### src/verilog/clk_out_cfg_defs.vh
/*
  Constants for the fractional clock output channel configuration bank:
  register indices, field positions, codes and reset values.
  Assumes inclusion by bare name from the bank module.
*/
`ifndef CLK_OUT_CFG_DEFS_VH
`define CLK_OUT_CFG_DEFS_VH

// ----------------------------------------
// Register indices
// ----------------------------------------
`define IDX_CH4_OUTPUT_CONFIG  5'h09
`define IDX_CH4_DIVIDER_HIGH   5'h0a
`define IDX_CH4_FRACTION_LOW   5'h0b
`define IDX_CH5_OUTPUT_CONFIG  5'h0c
`define IDX_CH5_DIVIDER_HIGH   5'h0d
`define IDX_CH5_FRACTION_LOW   5'h0e

// ----------------------------------------
// Configuration register fields
// ----------------------------------------
`define CFG_SRC_HI       14
`define CFG_SRC_LO       13
`define CFG_PRE_HI       12
`define CFG_PRE_LO       10
`define CFG_FRAC_EN      9
`define CFG_SLEW         8
`define CFG_NEG_EN       7
`define CFG_POS_EN       6
`define CFG_DRV_HI       4
`define CFG_DRV_LO       3
`define CFG_CTL_HI       2
`define CFG_CTL_LO       1
`define CFG_SUPPLY       0
`define CFG_WMASK        16'h7fdf

// ----------------------------------------
// Divider register fields
// ----------------------------------------
`define DIV_INT_HI       11
`define DIV_INT_LO       4
`define DIV_FRAC_HI      3
`define DIV_FRAC_LO      0
`define DIV_WMASK        16'h0fff

// ----------------------------------------
// Codes
// ----------------------------------------
`define SRC_PLL          2'h0
`define SRC_PRIMARY      2'h1
`define SRC_SECONDARY    2'h2
`define PRE_DIV2         3'h0
`define PRE_DIV3         3'h1
`define PRE_DIV1         3'h7
`define DRV_LVDS         2'h0
`define DRV_LVCMOS       2'h1
`define DRV_HCSL         2'h2
`define CTL_OFF          2'h0
`define CTL_CLOCK        2'h1
`define CTL_LOW          2'h2
`define CTL_HIGH         2'h3

// Raw field codes and decoded ratios
`define SRC_CODE_PRIMARY   2'h1
`define SRC_CODE_SECONDARY 2'h2
`define DRV_CODE_LVCMOS    2'h2
`define DRV_CODE_HCSL      2'h3
`define RATIO_1            2'h1
`define RATIO_2            2'h2
`define RATIO_3            2'h3
`define RATIO_OFFSET       9'h001

// ----------------------------------------
// Reset values
// ----------------------------------------
`define RST_REG          16'h0000
`define RST_RATIO        9'h001
`define RST_FLAG         1'b0

`endif

### src/verilog/clock_output_channel_config.v
/*
  Register bank for fractional clock output channels 4 and 5: storage of
  six 16-bit registers and decode of each field into steering outputs.
  Decoded fields that need logic are held in flops loaded from the next
  register word, so they change on the same edge as the stored word.
  Fields that map one to one are driven straight from the stored word.
  Assumes a serial interface front end that presents word writes and reads
  on the same clock, one request per cycle; read data is registered and
  answers one cycle after the read strobe.
  Reserved bits are dropped on write, so they always read back as zero.
*/
`timescale 1ns/1ps
`include "clk_out_cfg_defs.vh"

module clock_output_channel_config (
  input  wire        clock_i,           // 20 MHz system clock
  input  wire        rst_i,             // Asynchronous reset, active high
  input  wire        wr_en_i,           // Register write strobe
  input  wire        rd_en_i,           // Register read strobe
  input  wire [4:0]  addr_i,            // Register index
  input  wire [15:0] wdata_i,           // Write data
  output reg  [15:0] rdata_o,           // Read data, valid cycle after rd_en_i
  output reg         rvalid_o,          // Read data valid pulse
  output wire [3:0]  ch_source_o,       // {ch5,ch4} source: 0 PLL, 1 primary, 2 secondary
  output wire [3:0]  ch_prescale_o,     // {ch5,ch4} effective prescale ratio 1..3
  output wire [1:0]  ch_fraction_en_o,  // {ch5,ch4} fractional divider enable
  output wire [1:0]  ch_edge_slow_o,    // {ch5,ch4} slow LVCMOS slew
  output wire [1:0]  ch_pos_en_o,       // {ch5,ch4} positive side enable
  output wire [1:0]  ch_neg_en_o,       // {ch5,ch4} negative side enable, gated
  output wire [3:0]  ch_driver_o,       // {ch5,ch4} 0 LVDS, 1 LVCMOS, 2 HCSL
  output wire [3:0]  ch_control_o,      // {ch5,ch4} 0 off, 1 clock, 2 low, 3 high
  output wire [1:0]  ch_supply_hi_o,    // {ch5,ch4} 1 for 2.5/3.3 V range
  output wire [17:0] ch_int_ratio_o,    // {ch5,ch4} 9-bit effective integer ratio
  output wire [39:0] ch_fraction_o      // {ch5,ch4} 20-bit fraction value
);

  parameter NCH = 2;

  // ----------------------------------------
  // Register storage
  // ----------------------------------------
  reg [15:0] cfg_q  [0:NCH-1];
  reg [15:0] div_q  [0:NCH-1];
  reg [15:0] frac_q [0:NCH-1];
  reg [15:0] cfg_d  [0:NCH-1];
  reg [15:0] div_d  [0:NCH-1];
  reg [15:0] frac_d [0:NCH-1];
  reg [15:0] rdata_d;

  // ----------------------------------------
  // Write path
  // ----------------------------------------
  // Next register words; reserved bits are masked so they always read zero
  always @* begin
    cfg_d[0]  = cfg_q[0];
    cfg_d[1]  = cfg_q[1];
    div_d[0]  = div_q[0];
    div_d[1]  = div_q[1];
    frac_d[0] = frac_q[0];
    frac_d[1] = frac_q[1];
    if (wr_en_i) begin
      case (addr_i)
        `IDX_CH4_OUTPUT_CONFIG: cfg_d[0]  = wdata_i & `CFG_WMASK;
        `IDX_CH4_DIVIDER_HIGH:  div_d[0]  = wdata_i & `DIV_WMASK;
        `IDX_CH4_FRACTION_LOW:  frac_d[0] = wdata_i;
        `IDX_CH5_OUTPUT_CONFIG: cfg_d[1]  = wdata_i & `CFG_WMASK;
        `IDX_CH5_DIVIDER_HIGH:  div_d[1]  = wdata_i & `DIV_WMASK;
        `IDX_CH5_FRACTION_LOW:  frac_d[1] = wdata_i;
        default: ;
      endcase
    end
  end

  // Storage; writes to unmapped indices leave every word unchanged
  always @(posedge clock_i or posedge rst_i) begin
    if (rst_i) begin
      cfg_q[0]  <= `RST_REG;
      cfg_q[1]  <= `RST_REG;
      div_q[0]  <= `RST_REG;
      div_q[1]  <= `RST_REG;
      frac_q[0] <= `RST_REG;
      frac_q[1] <= `RST_REG;
    end else begin
      cfg_q[0]  <= cfg_d[0];
      cfg_q[1]  <= cfg_d[1];
      div_q[0]  <= div_d[0];
      div_q[1]  <= div_d[1];
      frac_q[0] <= frac_d[0];
      frac_q[1] <= frac_d[1];
    end
  end

  // Read decode; unmapped indices read zero
  always @* begin
    case (addr_i)
      `IDX_CH4_OUTPUT_CONFIG: rdata_d = cfg_q[0];
      `IDX_CH4_DIVIDER_HIGH:  rdata_d = div_q[0];
      `IDX_CH4_FRACTION_LOW:  rdata_d = frac_q[0];
      `IDX_CH5_OUTPUT_CONFIG: rdata_d = cfg_q[1];
      `IDX_CH5_DIVIDER_HIGH:  rdata_d = div_q[1];
      `IDX_CH5_FRACTION_LOW:  rdata_d = frac_q[1];
      default:                rdata_d = `RST_REG;
    endcase
  end

  // Registered read answer
  always @(posedge clock_i or posedge rst_i) begin
    if (rst_i) begin
      rdata_o  <= `RST_REG;
      rvalid_o <= 1'b0;
    end else begin
      rdata_o  <= rd_en_i ? rdata_d : rdata_o;
      rvalid_o <= rd_en_i;
    end
  end

  // ----------------------------------------
  // Field decode, one copy per channel
  // ----------------------------------------
  genvar g;
  generate
    for (g = 0; g < NCH; g = g + 1) begin : chan
      // Fields of the next register words
      wire [1:0] src_code = cfg_d[g][`CFG_SRC_HI:`CFG_SRC_LO];
      wire [2:0] pre_code = cfg_d[g][`CFG_PRE_HI:`CFG_PRE_LO];
      wire [1:0] drv_code = cfg_d[g][`CFG_DRV_HI:`CFG_DRV_LO];
      wire       frac_en  = cfg_d[g][`CFG_FRAC_EN];
      // Negative side only follows when the positive side is on
      wire       neg_d    = cfg_d[g][`CFG_NEG_EN] & cfg_d[g][`CFG_POS_EN];
      // Ratio is stored value plus one, widened to 9 bits
      wire [8:0] ratio_d  = {1'b0, div_d[g][`DIV_INT_HI:`DIV_INT_LO]} + `RATIO_OFFSET;
      reg  [1:0] src_d;
      reg  [1:0] pre_d;
      reg  [1:0] drv_d;
      // Decoded fields, held in flops
      reg  [1:0] src_q;
      reg  [1:0] pre_q;
      reg  [1:0] drv_q;
      reg        neg_q;
      reg  [8:0] ratio_q;

      // Source mux: 00 and 11 both fall back to the PLL
      always @* begin
        case (src_code)
          `SRC_CODE_PRIMARY:   src_d = `SRC_PRIMARY;
          `SRC_CODE_SECONDARY: src_d = `SRC_SECONDARY;
          default:             src_d = `SRC_PLL;
        endcase
      end

      // Prescale ratio; bypassed (ratio 1) with fraction off
      always @* begin
        if (!frac_en) begin
          pre_d = `RATIO_1;
        end else begin
          case (pre_code)
            `PRE_DIV2: pre_d = `RATIO_2;
            `PRE_DIV3: pre_d = `RATIO_3;
            `PRE_DIV1: pre_d = `RATIO_1;
            default:   pre_d = `RATIO_1;
          endcase
        end
      end

      // Driver type: 00 and 01 both LVDS
      always @* begin
        case (drv_code)
          `DRV_CODE_LVCMOS: drv_d = `DRV_LVCMOS;
          `DRV_CODE_HCSL:   drv_d = `DRV_HCSL;
          default:          drv_d = `DRV_LVDS;
        endcase
      end

      // Decoded fields load on the same edge as the stored word
      always @(posedge clock_i or posedge rst_i) begin
        if (rst_i) begin
          src_q   <= `SRC_PLL;
          pre_q   <= `RATIO_1;
          drv_q   <= `DRV_LVDS;
          neg_q   <= `RST_FLAG;
          ratio_q <= `RST_RATIO;
        end else begin
          src_q   <= src_d;
          pre_q   <= pre_d;
          drv_q   <= drv_d;
          neg_q   <= neg_d;
          ratio_q <= ratio_d;
        end
      end

      // Decoded outputs straight from their flops
      assign ch_source_o[2*g+1:2*g]    = src_q;
      assign ch_prescale_o[2*g+1:2*g]  = pre_q;
      assign ch_driver_o[2*g+1:2*g]    = drv_q;
      // Gated negative side; the stored bit is kept as written
      assign ch_neg_en_o[g]            = neg_q;
      assign ch_int_ratio_o[9*g+8:9*g] = ratio_q;

      // Plain fields straight from the stored word
      assign ch_fraction_en_o[g]       = cfg_q[g][`CFG_FRAC_EN];
      assign ch_edge_slow_o[g]         = cfg_q[g][`CFG_SLEW];
      assign ch_pos_en_o[g]            = cfg_q[g][`CFG_POS_EN];
      assign ch_control_o[2*g+1:2*g]   = cfg_q[g][`CFG_CTL_HI:`CFG_CTL_LO];
      // Supply range takes effect when written; reset leaves 1.8 V setting
      assign ch_supply_hi_o[g]         = cfg_q[g][`CFG_SUPPLY];
      // Fraction upper bits come from the divider word, lower bits from the word after it
      assign ch_fraction_o[20*g+19:20*g] = {div_q[g][`DIV_FRAC_HI:`DIV_FRAC_LO], frac_q[g]};
    end
  endgenerate

endmodule

### config.mk
export PLATFORM = sky130hd
export DESIGN_NAME = clock_output_channel_config
export DESIGN_NICKNAME = d
export VERILOG_FILES = /design/src/verilog/clock_output_channel_config.v
export VERILOG_INCLUDE_DIRS = /design/src /design/src/verilog
export SDC_FILE = /design/constraint.sdc
export NUM_CORES = 1
export LEC_CHECK = 0
export BUFFER_PORTS_ARGS = -buffer_cell sky130_fd_sc_hd__buf_4
export CORE_UTILIZATION = 55
export DETAILED_ROUTE_END_ITERATION = 10
export MAX_ROUTING_LAYER = met4
export PLACE_DENSITY = 0.8
export SYNTH_ARGS = -nofsm -noshare
export SYNTH_HDL_FRONTEND = slang
export SYNTH_SLANG_ARGS = --single-unit
### constraint.sdc
create_clock -name clock_i -period 5.4 [get_ports clock_i]
set_clock_uncertainty 0.15 [all_clocks]
set_input_delay 0.54 -clock clock_i [delete_from_list [all_inputs] [get_ports clock_i]]
set_output_delay 0.54 -clock clock_i [all_outputs]
set_load 0.03 [all_outputs]
==> results of run 1 <==
[worst max-delay path, cell delays in order]
cell      delay [ps]
buf_4            360
nand3b_2         280
nor2_1          1010
mux2_2           470
ha_1             250
a21boi_0         150
xor2_1           160
[registers in the layout, indices dropped and copies added (netlist names)]
signal            flops
cfg_q                16
ch_control_o          4
ch_edge_slow_o        2
ch_fraction_en_o      2
ch_fraction_o        40
ch_pos_en_o           2
ch_supply_hi_o        2
chan.drv_q            4
chan.neg_q            2
chan.pre_q            4
chan.ratio_q         18
chan.src_q            4
div_q                16
rdata_o              16
rvalid_o              1
[cells in the final DEF (no fill, tap or decap), types with 4 or more instances in the layout]
cell type / Yosys / final
nand4_1: 5 / 5
nor2_1: 27 / 27
o21ai_0: 5 / 5
and2_1: 4 / 4
nor3_1: 7 / 7
mux2i_1: 22 / 22
xor2_1: 8 / 8
nor2b_1: 6 / 6
inv_1: 11 / 10
a21oi_1: 11 / 11
clkbuf_8: 0 / 4
a221oi_1: 7 / 7
mux2_2: 73 / 73
nand2_1: 14 / 14
mux2_4: 10 / 10
clkinvlp_4: 0 / 5
a22o_1: 13 / 13
nand3_1: 8 / 8
clkbuf_16: 0 / 16
dfstp_2: 4 / 4
buf_4: 26 / 126
xnor2_1: 7 / 7
o2bb2ai_1: 14 / 14
dfrtp_1: 129 / 129
bufinv_16: 0 / 4
[cells in the mapped netlist, types with 2 or more instances]
library cell,count,area share
mux2i_1,22,0.036
nand2b_1,2,0.0020
xnor2_1,7,0.010
buf_2,5,0.0041
nand3b_2,2,0.0037
nand4_1,5,0.0051
a221oi_1,7,0.010
o21ai_0,5,0.0041
buf_4,26,0.032
o2bb2ai_1,14,0.020
a22o_1,13,0.019
nor3_1,7,0.0057
and2_1,4,0.0041
inv_1,11,0.0067
nand2_1,14,0.0086
mux2_2,73,0.13
dfstp_2,4,0.017
a21oi_1,11,0.0090
a22oi_1,2,0.0024
or3_1,2,0.0020
nor4_1,3,0.0031
nor2_1,27,0.016
buf_6,6,0.011
a32oi_1,2,0.0029
o22ai_1,2,0.0020
xor2_1,8,0.011
nor2b_1,6,0.0061
mux2_4,10,0.024
a31oi_1,3,0.0031
dfrtp_1,129,0.53
a211oi_1,2,0.0024
nor2_8,2,0.0065
nand3_1,8,0.0065
and3_4,2,0.0037
clkbuf_1,9,0.0055
a222oi_1,3,0.0049
nand3b_1,2,0.0024
and3b_1,3,0.0043
[power by group]
part           internal [mW]  switching (mW)
Sequential              1.18           0.139
Clock                  0.785           0.429
Combinational          0.337           0.490
[area by class of cell]
type / count / area (sq um)
clock buffer: 20 / 455
fill: 790 / 3290
clock inverter: 11 / 175
sequential: 133 / 3330
tap: 140 / 175
timing repair buffer: 126 / 946
multi-input combinational: 285 / 2420
inverter: 12 / 47.5
[cells by family (layout without fill, tap and decap cells)]
logic type / Yosys count / count (layout) / share of synthesized area
AOI/OAI and AO/OA: 69 / 69 / 0.0864
xor gates and xnor gates: 15 / 15 / 0.0214
adders and majority gates: 1 / 1 / 0.00204
buffers and inverters: 60 / 169 / 0.0635
DFF: 133 / 133 / 0.543
muxes: 105 / 105 / 0.194
and+or+nand+nor: 95 / 95 / 0.0900
[path summary, 6_finish.rpt]
| kind | cells past startpoint | from | slack [ps] | end |
|---|---|---|---|---|
| min in group clock_i | 2 | wdata_i[15] | 120 | ch_fraction_o[35] |
| worst min register to register | 2 | rdata_o[1] | 370 | rdata_o[1] |
| max in group asynchronous | 3 | rst_i | 3790 | chan[1].src_q[0] |
| worst max register to register | 4 | div_q[20] | 3760 | rdata_o[4] |
| worst min-delay path | 2 | rst_i | 120 | chan[0].ratio_q[1] |
| worst max-delay path | 7 | addr_i[0] | 2410 | chan[1].ratio_q[4] |
[routing by layer]
layer	vias to the layer above	wire length, um	GRT usage
li1	1894	-	-
met4	0	245	0.0949
met3	22	1090	0.0636
met1	2256	6670	0.393
met2	193	7780	0.456
met5	-	0	-
==> metrics.cfg, run 1 <==
[synthesis]
seq_area_frac_synth=0.543
synth_edf_count=0
synth-warning-count=0
ys_ff_latch=133
syn_area_sq_mm=0.00614
synthCells=478
ys.flop_type=dfrtp_1
syn_nets=504
synthArstFlopShare=1.00
synth_cell_type_count=53
avgSynthCellArea_sq_um=12.9

[timing]
rsz0062_at_grt=no
fin_crit_sh=0.554
finalSetupViolCount=0
slew_headroom=0.135
setup_slack_ps=2410
whs_ps=115
fin_setup_tns_ps=0
worstMarginPinSlew_ps=1290
finalCriticalPeriod_ps=2990
slew_violations=0
hold_viol=0
fmax_ghz=0.334

[grt]
grtUsageTotal=0.296
grt_pass1_vias=4379
grt_pass1_wl_um=24400
grt_max_degree=89
antenna_found_initial=0
grt_overflow=0

[power_and_ir_drop]
vdd_drop_max_uv=229
power.total_mw=3.36
p_leak_nw=3.57
p_per_area_mw_per_mm2=445

[hold_path]
hp-class=input port to async pin

[drt]
first_pass_iters=4
drt_iter0_drc=306
ant_nets=0
vias=4365
drt-wirelength-per-cell_um=21.7
via_per_inst=6.00
wirelength_um=15800
drc=0

[clocking]
holdBufCountCts=0
clock_path_buffers=2
cts_sinks=133
root_buffer=clkbuf_8
cts_made_buffers=17
h-tree-depth=4
postCtsSetupRepairBufs=0
clk_pin_slew_ps=60
ctsResizeCount=0
cts_tree=built
worstSkewPairLatency_ps=520

[final_layout]
drive_above_1_share=0.434
fin_nets=601
final_cells=727
finish.utilization=0.697
num_antenna_cells=0
postLayoutCellArea_sq_mm=0.00755
syn2layout_area_growth_pct=22.9

[placed_design]
dp_slack_ps=1890
placed_area_sq_mm=0.00692
hpwl_um=10600
dp_cells=696
finalWeightedCongestion=0.867
numPortBuffers=125

[critical_path]
cp.required_ps=5640
worstPathArrival_ps=3240
crit_type=input port to register
crit_path_end_kind=register
critPathMaxFanout=33
worstSetupStartpointType=input port

[outcome]
outcome=finished, final reports clean

[run]
maxCapViolCount=0

[die]
die_y_um=108
die_width_um=108
io_pins=126
core-area_sq_mm=0.0108
rows=38
start_util=0.567
dieArea_sq_mm=0.0116

Power figures use the tool's default switching activity.
==> inputs of run 2 (changes only) <==
--- a/config.mk
+++ b/config.mk
@@ -6,11 +6,12 @@
 export SDC_FILE = /design/constraint.sdc
 export NUM_CORES = 1
 export LEC_CHECK = 0
+export ABC_AREA = 1
 export BUFFER_PORTS_ARGS = -buffer_cell sky130_fd_sc_hd__buf_4
-export CORE_UTILIZATION = 55
+export CORE_UTILIZATION = 49
 export DETAILED_ROUTE_END_ITERATION = 10
 export MAX_ROUTING_LAYER = met4
-export PLACE_DENSITY = 0.8
+export PLACE_DENSITY = 0.76
 export SYNTH_ARGS = -nofsm -noshare
 export SYNTH_HDL_FRONTEND = slang
 export SYNTH_SLANG_ARGS = --single-unit
==> constraint.sdc (replaced) <==
create_clock -name clock_i -period 2.6 [get_ports clock_i]
set_clock_uncertainty 0.15 [all_clocks]
set_input_delay 0.26 -clock clock_i [delete_from_list [all_inputs] [get_ports clock_i]]
set_output_delay 0.26 -clock clock_i [all_outputs]
set_load 0.03 [all_outputs]
==> run 2 against run 1 <==
  * Flip-flop and latch count unchanged
  * Sequential share of layout area down 0.080 points
  * First-iteration DRC count up 79%
  * Synthesized cell count up 41%
  * Wire length down 0.64%
  * Via count up 15%
  * Area after synthesis down 2.8%
  * Clock-buffer cell count unchanged
  * Final area up 0.18%
  * Critical path type unchanged
  * Largest cell class unchanged
==> metrics.cfg, run 2 <==
[critical_path]
slowest_stage=a21boi_2
crit_path_end_kind=register
r2r_slack_ps=1050  ; -2710 ps
worstSetupStartpointType=input port
worstPathCellList=buf_4 -> inv_2 -> nand2_1 -> nor2_4 -> nand3_4 -> nand2_1 -> o21ai_2 -> inv_1 -> ha_1 -> a21boi_2 -> nand2_1 -> xor2_1
cp.required_ps=2740  ; -2900 ps
crit_type=input port to register
r2r_start=div_q[4]
critPathTopFamily=simple AND/OR/NAND/NOR gates
critPathMaxFanout=17  ; -48%
ff2ff_path_depth=8  ; +4
critPathBufInv=3  ; +2
critPathMaxStageDelay_ps=260  ; -750 ps
worstPathArrival_ps=2010  ; -1230 ps
r2r_end=chan[1].ratio_q[4]
crit_path_frequent_cell=nand2_1

[timing]
finalSetupViolCount=0  ; unchanged
worstMarginPinSlew_ps=715  ; -580 ps
setup_slack_ps=731  ; -1680 ps
slew_headroom=0.524  ; +0.389
finalCriticalPeriod_ps=1870
fin_crit_sh=0.719
hold_viol=0  ; unchanged
slew_violations=0  ; unchanged
fin_setup_tns_ps=0  ; unchanged
fmax_ghz=0.535
rsz0062_at_grt=no

[synthesis]
ys.flop_type=dfrtp_1
netlist_top_cells_count=nand2_1 (198), dfrtp_1 (129), o21ai_0 (67)
synthCells=674  ; +41%
synth_cell_type_count=40  ; -25%
avgSynthCellArea_sq_um=8.86  ; -31%
synth_area_leader_cell=dfrtp_1
synth.area.top_cells=dfrtp_1 (54%), nand2_1 (12%), o21ai_0 (5.6%)
ys_ff_latch=133  ; unchanged
seq_area_frac_synth=0.558  ; +0.0157
syn_nets=700  ; +39%
synth-warning-count=0  ; unchanged
synth.most_common_cell=nand2_1
yosysTopAreaCellShare=0.541  ; +0.0152
syn_area_sq_mm=0.00597  ; -2.8%
synthArstFlopShare=1.00  ; unchanged
synth_edf_count=0  ; unchanged

[power_and_ir_drop]
power.total_mw=6.75  ; +100%
vdd_drop_max_uv=439  ; +92%
p_leak_nw=3.92  ; +9.8%
p_per_area_mw_per_mm2=892  ; +100%

[grt]
grtUsageTotal=0.267  ; -0.0291
antenna_found_initial=0  ; unchanged
grt_pass1_vias=4942  ; +13%
grt_overflow=0  ; unchanged
grt_pass1_wl_um=24700  ; +1.2%
grt_max_degree=134  ; +51%

[run]
maxCapViolCount=0  ; unchanged

[placed_design]
finalWeightedCongestion=0.889  ; +2.5%
numPortBuffers=125  ; unchanged
hpwl_um=10600  ; -0.33%
placed_area_sq_mm=0.00686  ; -0.90%
dp_slack_ps=320  ; -1570 ps

[final_layout]
layout_common_cells=nand2_1 (198), buf_4 (130), dfrtp_1 (129), o21ai_0 (67), inv_1 (64)
drive_above_1_share=0.272  ; -0.163
postLayoutCellArea_sq_mm=0.00757  ; +0.18%
finish.utilization=0.649  ; -0.0479
num_antenna_cells=0  ; unchanged
fin_nets=819  ; +36%
largest_reg_flops=40  ; unchanged
syn2layout_area_growth_pct=26.7
multi_input_area_sq_mm=0.00206  ; -15%
fill_cells=971  ; +23%
seq_area_sq_mm=0.00333  ; unchanged
final_common_cell=nand2_1

[drt]
dr_wl_met2_um=7550  ; -3.0%
vias=5040  ; +15%
route.met3.wl_um=1080  ; -0.46%
wl_met1_um=6820  ; +2.2%
first_pass_iters=5  ; +1
top_layer=met4
wirelength_um=15700  ; -0.64%
drt-wirelength-per-cell_um=16.5  ; -24%
ant_nets=0  ; unchanged
drt_iter0_drc=548  ; +79%
via_per_inst=5.31  ; -12%
drc=0  ; unchanged

[die]
dieArea_sq_mm=0.0126  ; +8.9%
die_width_um=112  ; +4.4%
die_y_um=112  ; +4.4%
core-area_sq_mm=0.0117  ; +7.6%
rows=39  ; +2.6%
io_pins=126  ; unchanged
start_util=0.512  ; -0.0548

[clocking]
cts_made_buffers=17  ; unchanged
cts_sinks=133  ; unchanged
root_buffer=clkbuf_16
postCtsSetupRepairBufs=0  ; unchanged
worstSkewPairLatency_ps=410  ; -110 ps
h-tree-depth=4  ; unchanged
clk_pin_slew_ps=60  ; about the same
cts_tree=built
clock_path_buffers=2  ; unchanged

[hold_path]
hold_depth=3
hold_path_end=ch_fraction_o[25]
hold_start=wdata_i[5]
hp-class=input port to register

[outcome]
outcome=finished, final reports clean

-- run 2: cell count changes in the layout (fill, tap and decap cells not counted), sizes merged, moves of 22 or more --
cell / change
inv: +61
nand2: +201
mux2: -83
o21ai: +78
nor2: +22
mux2i: -22
-- run 2: power breakdown --
part	switching, mW	internal, mW
Combinational	1.13	0.584
Sequential	0.245	2.45
Clock	0.888	1.46
-- run 2: layer usage --
metal,GRT usage,vias up
li1,-,2343
met1,0.351,2427
met2,0.418,247
met3,0.0518,23
met4,0.0898,0
met5,-,-
-- run 2: timing repair --
item                                    CTS  global route
endpoints found under the setup margin    0             0
gates resized for setup                   0             0
hold endpoints to repair                145             0
hold buffers                             12             0
-- run 2: how the worst max path moves through the flow --
stage              start                  to  cells past startpoint
3_3_place_gp   addr_i[4]  chan[1].ratio_q[4]                     12
4_1_cts        addr_i[4]  chan[1].ratio_q[4]                     12
2_1_floorplan      rst_i           cfg_q[10]                      1
5_1_grt        addr_i[4]  chan[1].ratio_q[4]                     12
3_5_place_dp   addr_i[4]  chan[1].ratio_q[4]                     12
6_report       addr_i[4]  chan[1].ratio_q[4]                     12
-- run 2: final cells by class --
| cell class | count | share of cell area |
|---|---|---|
| clock buffer | 20 | 0.0604 |
| tap | 143 | 0.0236 |
| inverter | 75 | 0.0379 |
| multi-input combinational | 423 | 0.273 |
| clock inverter | 12 | 0.0172 |
| sequential | 133 | 0.441 |
| timing repair buffer | 143 | 0.148 |
-- run 2: per-stage QoR --
stage	std cells	hold slack, ps
3_3_place_gp	905	316
3_5_place_dp	905	326
5_1_grt	949	41.4
6_report	949	16.2
4_1_cts	949	0.910
2_1_floorplan	674	141
-- run 2: cell families after synthesis --
group / Yosys count / synth area share
buf+inv: 118 / 0.0960
fa+ha+maj: 1 / 0.00210
simple gates: 307 / 0.235
compound gates: 112 / 0.104
flops: 133 / 0.558
xor+xnor: 3 / 0.00440
-- run 2: worst reg2reg max path, cell delays in order (launching register included) --
cell and delay [ps]:
dfrtp_1 350, inv_1 60, nand2_1 60, o21ai_2 120, inv_1 100, ha_1 210
a21boi_2 190, nand2_1 80, xor2_1 150
